[src/verilog/key_encoder_pkg.sv]
// constants shared by the keyboard key encoder
package key_encoder_pkg;
  localparam int CODE_W        = 5;
  localparam int BASE_KEYS     = 32;
  localparam int MAX_KEYS      = 61;
  localparam int MODE_SW       = 32;
  localparam int QUEUE_DEPTH   = 2;
  localparam int SETTLE_SCANS  = 3;
  localparam logic [CODE_W-1:0] CODE_RESET = 5'h00;
  localparam logic [1:0]        QCOUNT_RESET = 2'h0;
endpackage

[src/verilog/key_debounce.sv]
// per-key sample-and-hold debouncer that flags settled press edges
`timescale 1ns/1ps
module key_debounce #(
  parameter int KEYS   = 32,
  parameter int SETTLE = 3
) (
  // clock and reset
  input  wire logic            clk,
  input  wire logic            srst,
  // scan strobe and raw key levels
  input  wire logic            scanTick,
  input  wire logic [KEYS-1:0] keyRaw,
  // settled states and press events
  output logic      [KEYS-1:0] keyStable,
  output logic      [KEYS-1:0] keyPress
);
  localparam int CW = $clog2(SETTLE + 1);

  typedef struct packed {
    logic [KEYS-1:0]        held;
    logic [KEYS-1:0]        stable;
    logic [KEYS-1:0]        press;
    logic [KEYS*CW-1:0]     cnt;
  } db_state_t;

  db_state_t st_reg;
  db_state_t st_next;

  if (KEYS < 1) begin
    $error("key_debounce: KEYS must be at least 1");
  end
  if (SETTLE < 1) begin
    $error("key_debounce: SETTLE must be at least 1");
  end

  // a key only changes state after its sample held the same value for SETTLE scans
  always_comb begin
    st_next = st_reg;
    st_next.press = '0;
    if (scanTick) begin
      for (int k = 0; k < KEYS; k++) begin
        st_next.held[k] = keyRaw[k];
        if (keyRaw[k] != st_reg.held[k] || keyRaw[k] == st_reg.stable[k]) begin
          st_next.cnt[k*CW +: CW] = '0;
        end else if (st_reg.cnt[k*CW +: CW] == CW'(SETTLE - 1)) begin
          st_next.cnt[k*CW +: CW] = '0;
          st_next.stable[k] = keyRaw[k];
          st_next.press[k] = keyRaw[k];
        end else begin
          st_next.cnt[k*CW +: CW] = st_reg.cnt[k*CW +: CW] + CW'(1);
        end
      end
    end
  end

  always_ff @(posedge clk) begin
    if (srst) begin
      st_reg <= '0;
    end else begin
      st_reg <= st_next;
    end
  end

  assign keyStable = st_reg.stable;
  assign keyPress  = st_reg.press;
endmodule

[src/verilog/keyboard_key_encoder.sv]
// keyboard key encoder: debounce, press coding, two-entry queue, scan-line delivery
//
// Operation
// - each released-to-pressed key yields one 5-bit code unless the queue is full or a lower key settles in the same scan; held or released keys none.
// - codes wait inside until the deliver command moves one to the addressing register.
// - contact bounce rejected; only settled press transitions count as keystrokes.
// - new presses accepted while others held; two pending codes kept in order.
// - base encoder serves 32 keys; extension inputs 32-60 add keys whose 5-bit codes wrap onto those of keys 0-28.
// - combined interface debounces up to 61 keys and reads 32 mode switches.
// - codes travel to the timing unit on a dedicated serial scan line.
`timescale 1ns/1ps
module keyboard_key_encoder #(
  parameter int KEYS    = key_encoder_pkg::MAX_KEYS,
  parameter int MODES   = key_encoder_pkg::MODE_SW,
  parameter int SETTLE  = key_encoder_pkg::SETTLE_SCANS,
  parameter int SCANDIV = 4
) (
  // clock and reset
  input  wire logic             clk,
  input  wire logic             srst,
  // key matrix and mode switches, already scanned into levels
  input  wire logic [KEYS-1:0]  keyRaw,
  input  wire logic [MODES-1:0] modeSwitch,
  // program commands from the timing unit
  input  wire logic             deliverCmd,
  input  wire logic             storeModeSwitchesInstr,
  // keyboard scan line toward the timing unit
  output logic                  scanLine,
  output logic                  scanFrame,
  output logic                  scanDone,
  output logic [key_encoder_pkg::CODE_W-1:0] keyCode,
  output logic                  codeValid,
  // mode switch image
  output logic [MODES-1:0]      modeData,
  output logic                  modeValid,
  // status
  output logic                  keyPending,
  output logic                  queueFull,
  output logic                  pressDropped
);
  localparam int CW = key_encoder_pkg::CODE_W;
  localparam int QD = key_encoder_pkg::QUEUE_DEPTH;
  localparam int DW = $clog2(SCANDIV);
  localparam int BW = $clog2(CW + 1);

  // ==========================================================
  // elaboration checks
  if (KEYS < 1 || KEYS > key_encoder_pkg::MAX_KEYS) begin
    $error("keyboard_key_encoder: KEYS out of range");
  end
  if (MODES < 1 || MODES > key_encoder_pkg::MODE_SW) begin
    $error("keyboard_key_encoder: MODES out of range");
  end
  if (SCANDIV < 2) begin
    $error("keyboard_key_encoder: SCANDIV must be at least 2");
  end
  // the queue logic below is written for exactly two slots and a two-bit count
  if (QD != 2) begin
    $error("keyboard_key_encoder: queue depth must be 2");
  end

  // ==========================================================
  // state
  typedef enum logic [1:0] {IDLE, SHIFT, DONE} tx_state_t;

  // every register of the block outside u_debounce lives in one struct; st_next is its combinational image
  typedef struct packed {
    tx_state_t          tx;
    logic [DW-1:0]      div;
    logic [CW-1:0]      q0;
    logic [CW-1:0]      q1;
    logic [1:0]         qCount;
    logic [CW-1:0]      shiftReg;
    logic [BW-1:0]      bitCnt;
    logic               line;
    logic               frame;
    logic               done;
    logic [CW-1:0]      code;
    logic               valid;
    logic [MODES-1:0]   modes;
    logic               modesValid;
    logic               dropped;
  } enc_state_t;

  enc_state_t st_reg;
  enc_state_t st_next;

  logic            scanTick;
  logic [KEYS-1:0] keyPress;

  // ==========================================================
  // key scanning
  // keys are sampled only on scan ticks, so a bounce must outlast several ticks to pass
  assign scanTick = (st_reg.div == DW'(SCANDIV - 1));

  key_debounce #(
    .KEYS   (KEYS),
    .SETTLE (SETTLE)
  ) u_debounce (
    .clk       (clk),
    .srst      (srst),
    .scanTick  (scanTick),
    .keyRaw    (keyRaw),
    .keyStable (),
    .keyPress  (keyPress)
  );

  // ==========================================================
  // press priority
  // lowest-index press wins when several settle in one scan; the rest rescan no edge,
  // so simultaneous settles beyond the first are lost, a trade against a wider queue
  function automatic logic [CW:0] first_press(input logic [KEYS-1:0] p);
    logic [CW:0] r;
    r = '0;
    for (int k = KEYS - 1; k >= 0; k--) begin
      if (p[k]) begin
        r = {1'b1, CW'(k)};
      end
    end
    return r;
  endfunction

  logic [CW:0] hit;

  // ==========================================================
  // next state
  always_comb begin
    logic popNow;
    popNow  = 1'b0;
    hit     = first_press(keyPress);
    st_next = st_reg;
    st_next.done  = 1'b0;
    st_next.valid = 1'b0;
    st_next.div   = scanTick ? '0 : st_reg.div + DW'(1);
    st_next.dropped = 1'b0;

    // ==========================================================
    // serial delivery on the scan line
    unique case (st_reg.tx)
      IDLE: begin
        if (deliverCmd && st_reg.qCount != 2'h0) begin
          popNow           = 1'b1;
          st_next.shiftReg = st_reg.q0;
          st_next.bitCnt   = '0;
          st_next.frame    = 1'b1;
          st_next.line     = st_reg.q0[CW-1];
          st_next.tx       = SHIFT;
        end
      end
      SHIFT: begin
        // rotate rather than shift, so that after CW steps the register holds the whole code again
        if (st_reg.bitCnt == BW'(CW - 1)) begin
          st_next.shiftReg = {st_reg.shiftReg[CW-2:0], st_reg.shiftReg[CW-1]};
          st_next.frame    = 1'b0;
          st_next.line     = 1'b0;
          st_next.tx       = DONE;
        end else begin
          st_next.shiftReg = {st_reg.shiftReg[CW-2:0], st_reg.shiftReg[CW-1]};
          st_next.line     = st_reg.shiftReg[CW-2];
          st_next.bitCnt   = st_reg.bitCnt + BW'(1);
        end
      end
      DONE: begin
        // the parallel copy lands with the done pulse, one cycle after the frame closes
        st_next.done  = 1'b1;
        st_next.valid = 1'b1;
        st_next.code  = st_reg.shiftReg;
        st_next.tx    = IDLE;
      end
      default: st_next.tx = IDLE;
    endcase

    // ==========================================================
    // two-entry ordered queue; pop frees a slot in the same cycle a press arrives
    if (popNow) begin
      st_next.q0     = st_reg.q1;
      st_next.qCount = st_reg.qCount - 2'h1;
    end
    if (hit[CW]) begin
      if (st_next.qCount == 2'h0) begin
        st_next.q0     = hit[CW-1:0];
        st_next.qCount = 2'h1;
      end else if (st_next.qCount == 2'h1) begin
        st_next.q1     = hit[CW-1:0];
        st_next.qCount = 2'h2;
      end else begin
        // a full queue keeps its oldest codes; the newest press is the one lost
        st_next.dropped = 1'b1;
      end
    end

    // mode switch image for the timing unit's store instruction
    if (storeModeSwitchesInstr) begin
      st_next.modes      = modeSwitch;
      st_next.modesValid = 1'b1;
    end
  end

  // ==========================================================
  // state register
  always_ff @(posedge clk) begin
    if (srst) begin
      st_reg        <= '0;
      st_reg.tx     <= IDLE;
      st_reg.q0     <= key_encoder_pkg::CODE_RESET;
      st_reg.q1     <= key_encoder_pkg::CODE_RESET;
      st_reg.code   <= key_encoder_pkg::CODE_RESET;
      st_reg.qCount <= key_encoder_pkg::QCOUNT_RESET;
    end else begin
      st_reg <= st_next;
    end
  end

  // ==========================================================
  // outputs
  // pending and full come straight from the count; data outputs and the drop flag are registered
  assign scanLine     = st_reg.line;
  assign scanFrame    = st_reg.frame;
  assign scanDone     = st_reg.done;
  assign keyCode      = st_reg.code;
  assign codeValid    = st_reg.valid;
  assign modeData     = st_reg.modes;
  assign modeValid    = st_reg.modesValid;
  assign keyPending   = (st_reg.qCount != 2'h0);
  assign queueFull    = (st_reg.qCount == 2'(QD));
  assign pressDropped = st_reg.dropped;
endmodule

[config.mk]
export PLATFORM = sky130hd
export DESIGN_NAME = keyboard_key_encoder
export DESIGN_NICKNAME = d
export VERILOG_FILES = /design/src/verilog/key_encoder_pkg.sv /design/src/verilog/key_debounce.sv /design/src/verilog/keyboard_key_encoder.sv
export SDC_FILE = /design/constraint.sdc
export NUM_CORES = 1
export LEC_CHECK = 0
export BUFFER_PORTS_ARGS = -buffer_cell sky130_fd_sc_hd__buf_2
export CAP_MARGIN = 40
export CORE_AREA = 2 2 175 177
export CTS_BUF_LIST = sky130_fd_sc_hd__clkbuf_4 sky130_fd_sc_hd__clkbuf_8 sky130_fd_sc_hd__clkbuf_16
export DETAILED_ROUTE_END_ITERATION = 8
export DIE_AREA = 0 0 177 179
export PLACE_DENSITY = 0.85
export RECOVER_POWER = 100
export REMOVE_ABC_BUFFERS = 1
export SETUP_SLACK_MARGIN = 0.3
export SYNTH_ARGS = -nofsm -noshare
export SYNTH_HDL_FRONTEND = slang
export SYNTH_HIERARCHICAL = 1
export SYNTH_SLANG_ARGS = --single-unit
export TNS_END_PERCENT = 1
[constraint.sdc]
create_clock -name clk -period 3.73 [get_ports clk]
set_input_delay 0.5595 -clock clk [delete_from_list [all_inputs] [get_ports clk]]
set_output_delay 0.5595 -clock clk [all_outputs]
set_load 0.005 [all_outputs]
==> results of run 1 <==
stage by stage:
| stage | hold WS [ps] | setup TNS [ps] | setup slack [ps] | power, W |
|---|---|---|---|---|
| 2_1_floorplan | 403 | -858640 | -4240 | 0.00443 |
| 3_3_place_gp | 451 | 0 | 1070 | 0.00464 |
| 3_5_place_dp | 467 | 0 | 1050 | 0.00467 |
| 4_1_cts | 273 | 0 | 1030 | 0.00865 |
| 5_1_grt | 297 | 0 | 482 | 0.00883 |
| 6_report | 278 | 0 | 655 | 0.00855 |
path summary, 6_finish.rpt:
kind                                                       startpoint                                    end  cells past startpoint
worst max-delay path               u_debounce/keyPress[51]$_SDFF_PP0_                st_reg[53]$_SDFFE_PP0P_                      6
worst min-delay path                                   modeSwitch[16]              modeData[16]$_SDFFE_PP0P_                      3
worst max register to register     u_debounce/keyPress[51]$_SDFF_PP0_                st_reg[53]$_SDFFE_PP0P_                      6
worst min register to register  u_debounce/keyStable[58]$_SDFFE_PP0P_  u_debounce/keyStable[58]$_SDFFE_PP0P_                      2
worst max-delay path, stage by stage, from the launching register on:
cell,delay (ps)
dfxtp_1,330
or4_1,590
or4b_1,600
or4_1,700
nand3b_1,370
mux2_1,350
o21ai_0,60
where the power goes:
group / internal (W) / switching [W] / total (W)
clock network: 0.00247 / 0.00152 / 0.00399
logic: 0.000187 / 0.000302 / 0.000489
registers: 0.00402 / 0.0000488 / 0.00407
total: 0.00668 / 0.00188 / 0.00855
final cells by class:
type,count,area (um2)
flip-flops and latches,371,7430
fillers,2426,11500
multi-input cells,1208,8320
well taps,396,495
diodes,3,7.51
clock buffers,58,1220
clock inverters,11,143
repair buffers,151,811
inverters,16,60.1
metal layers:
metal	up-vias	part of all wire, %	global-route usage (%)
met3	76	5.3	4.24
met5	-	0.089	0
met1	6239	43	27.2
met2	316	49	39.9
li1	6484	-	-
met4	6	2.8	8.02
==> out/results.txt, run 1 <==
Status - finished, violations left
Failing checks - max-capacitance violations, max-slew violations
Clock sink count - 371
CP Launch Type - flip-flop
Post-route cell area - 18500 um2
Initial antenna violation count - 6
Clock Pin Slew Worst Setup and Hold Paths - 60 ps
Top Ports - 142
Leakage - 7.02 nW
Die height - 179 um
Commonest non-fill, non-tap cell in the layout - dfxtp_1
1st-pass router iterations - 5
Clock buffer count from CTS - 38
Gpl congestion - 0.868
Placed cell areas - 17400 um2
First-pass GRT wire length - 59400 um
Crit path kind - reg -> reg
TritonCTS clock tree - done
Worst Hold Class - in -> reg
DRT antenna net count - 0
Vias per cell - 5.93
Cell Rows - 64
Layout Nets - 1891
Initial core utilization - 57.1%
Mapped Area - 17100 um2
Clock Latency Late Sink - 520 ps
Max-Slew Margin vs Limit - -70.8%
VDD IR max - 0.405 mV
Post-CTS sizing - 0
Ys Warns - 6
Final hold violations - 0
Die extent in x - 177 um
Fin crit period - 3080 ps
Setup Buffers After CTS - 0
Gr usage total - 22.5%
Worst Skew - 10.0 ps
Buffers on Ports - 141
R2R Setup Slk - 650 ps
Max cap viols - 2
WL/cell - 16.7 um
Initial drt markers - 883
Longest Clk Path Bufs - 3
Max reg flops - 183
Post-route clock period utilization - 82.4%
P per Cell Area - 463 nW/um2
Routed WL - 36900 um
Largest net degree at the start of global routing - 140
Die ar. - 31700 um2
Placed instance count - 2142
Util after Layout - 61.6%
# DRC - 0
Grt ovf - 0
H-tree levels - 2
Endpoint class of the critical path - flip-flop
Hold_buf cts - 0
Layout cells sized above 1 - 13.9%
Fmax - 325 MHz
Required time of the critical path - 4180 ps
Actual slew at the worst max-slew pin - 2560 ps
Via count - 13100
Final setup fails - 0
Area added between synthesis and finish - 7.82%
Mapped Avg Cell Area - 9.71 um2
Vias in the first global route - 12400
RSZ-0062 raised after global routing - no
DP HPWL - 24400 um
Non-filler cells, final - 2214
Most frequent cells in the layout - dfxtp_1, nor2_1, a21oi_1
Core footprint - 30000 um2
CTS root buf - clkbuf_16
WP data arrival - 3520 ps
Max Slew Vio Count - 76
Gate Count Post-Synth - 1766
Worst-path fanout max - 8
Power figures use the tool's default switching activity.
==> run 2, diff against run 1 <==
Clock period 3.73 ns to 3.03 ns, I/O delays scaled along.
==> run 2 against run 1 <==
  * The run still ends with max-capacitance violations, max-slew violations left
  * Critical path type unchanged
  * Clock skew is 8.1 ps higher
  * Register-to-register slack worse by 400 ps
  * Combinational power is 24% higher
==> out/results.txt, run 2 (synthesized netlist as in run 1, its figures left out) <==
Fin Hold WS - 160 ps (-117 ps)
Initial core utilization - 57.1% (unchanged)
Failing checks - max-capacitance violations, max-slew violations
Die ar. - 31700 um2 (unchanged)
Initial antenna violation count - 6 (unchanged)
Max-Slew Margin vs Limit - -11.7% (+59 points)
RSZ-0062 raised after global routing - no
FILL cells - 2442 (+0.66%)
Die extent in x - 177 um (unchanged)
Clock Pin Slew Worst Setup and Hold Paths - 60 ps (about the same)
Worst Hold Class - in -> reg
Crit path kind - reg -> reg
Routed WL - 37000 um (+0.29%)
Net Switching - 0.00231 W (+23%)
Vias per cell - 5.99 (+1.0%)
Post-route clock period utilization - 91.7% (+9.3 points)
Clock power share - 46.0% (-0.7 points)
Die height - 179 um (unchanged)
Gpl congestion - 0.833 (-4.1%)
Non-filler cells, final - 2216 (+0.090%)
Status - finished, violations left
Max Slew Vio Count - 79 (+3.9%)
DRT antenna net count - 0 (unchanged)
CTS root buf - clkbuf_16
Worst-path fanout max - 9 (+1)
P per Cell Area - 563 nW/um2 (+22%)
Top Ports - 142 (unchanged)
Post-CTS sizing - 0 (unchanged)
VDD IR max - 0.548 mV (+35%)
1st-pass router iterations - 6 (+1)
Switching Fraction - 22.2% (+0.30 points)
Via count - 13300 (+1.1%)
Max cap viols - 1 (-1)
First-pass GRT wire length - 58800 um (-1.0%)
Gr usage total - 22.3% (-0.26 points)
Util after Layout - 61.5% (-0.067 points)
Hold_buf cts - 0 (unchanged)
Int Power - 0.00809 W (+21%)
Longest Clk Path Bufs - 3 (unchanged)
Grt ovf - 0 (unchanged)
Fmax - 360 MHz (+11%)
Final hold violations - 0 (unchanged)
Largest net degree at the start of global routing - 134 (-4.3%)
Buffers on Ports - 141 (unchanged)
Worst Skew - 18.1 ps (+8.09 ps)
Clock Latency Late Sink - 530 ps (about the same)
Max reg flops - 183 (unchanged)
CP Launch Type - flip-flop
DP HPWL - 24200 um (-0.82%)
Layout Nets - 1897 (+0.32%)
Most frequent cells in the layout - dfxtp_1, nor2_1, a21oi_1
Actual slew at the worst max-slew pin - 1680 ps (-887 ps)
H-tree levels - 2 (unchanged)
Vias in the first global route - 12200 (-1.3%)
Commonest non-fill, non-tap cell in the layout - dfxtp_1
Leakage - 7.02 nW (about the same)
Endpoint class of the critical path - flip-flop
Fin crit period - 2780 ps (-295 ps)
Placed instance count - 2147 (+0.23%)
WL/cell - 16.7 um (+0.20%)
Setup Buffers After CTS - 0 (unchanged)
DP Worst Slack - 344 ps (-703 ps)
Placed cell areas - 17400 um2 (+0.31%)
Clock buffer count from CTS - 39 (+2.6%)
Cell Rows - 64 (unchanged)
Area added between synthesis and finish - 7.70%
Clock sink count - 371 (unchanged)
Layout cells sized above 1 - 13.8% (-0.18 points)
Initial drt markers - 790 (-11%)
# DRC - 0 (unchanged)
Post-route cell area - 18500 um2 (-0.11%)
Combinational Power Share - 5.8% (about the same)
TritonCTS clock tree - done
Reg power frac - 48.2% (+0.6 points)
Final setup fails - 0 (unchanged)
Setup ws final - 250 ps (-405 ps)
WP data arrival - 3190 ps (-330 ps)
Core footprint - 30000 um2 (unchanged)
Required time of the critical path - 3440 ps (-740 ps)
[run 2: path summary, 6_finish.rpt]
check | startpoint | end | slack (ps) | depth (start not counted)
worst max-delay path | u_debounce/keyPress[51]$_SDFF_PP0_ | st_reg[62]$_SDFF_PP0_ | 250 | 6
worst min-delay path | modeSwitch[25] | modeData[25]$_SDFFE_PP0P_ | 160 | 3
worst max register to register | u_debounce/keyPress[51]$_SDFF_PP0_ | st_reg[62]$_SDFF_PP0_ | 250 | 6
worst min register to register | st_reg[63]$_SDFF_PP0_ | st_reg[63]$_SDFF_PP0_ | 430 | 1
[run 2: per-layer routing]
metal  up-vias  part of all wire (%)  track usage [%]
li1       6505                     -                -
met3        84                   5.7             4.39
met2       305                    49             39.0
met5         -                  0.10                0
met1      6364                    43             27.0
met4         6                   3.0             8.37
[run 2: layout make-up]
cell class	instances	area, um2	share of cell area (%)
multi-input combinational	1208	8330	45.1
sequential	371	7430	40.2
clock buffer	59	1200	6.50
timing repair buffer	156	838	4.54
tap	396	495	2.68
clock inverter	7	103	0.556
inverter	16	60.1	0.325
antenna	3	7.51	0.0407
[run 2: power groups by stage]
stage	Combinational [W]	Sequential (W)	Clock (W)
floorplan	0.000341	0.00511	0
finish	0.000605	0.00501	0.00478
global placement	0.000591	0.00511	0
detailed placement	0.000629	0.00512	0
CTS	0.000633	0.00501	0.00486
global route	0.000671	0.00502	0.00506
[run 2: stage by stage]
step	setup TNS, ps	total power [W]
floorplan	-1084010	0.00545
global placement	0	0.00571
detailed placement	0	0.00575
CTS	0	0.0105
global route	0	0.0108
finish	0	0.0104
[run 2: worst max-delay path: stages, from the launching register on]
cell and delay [ps]:
dfxtp_1 330, or4_1 600, or4b_1 600, or4_4 530, nand2_1 290, nor2_1 100
a211oi_1 220
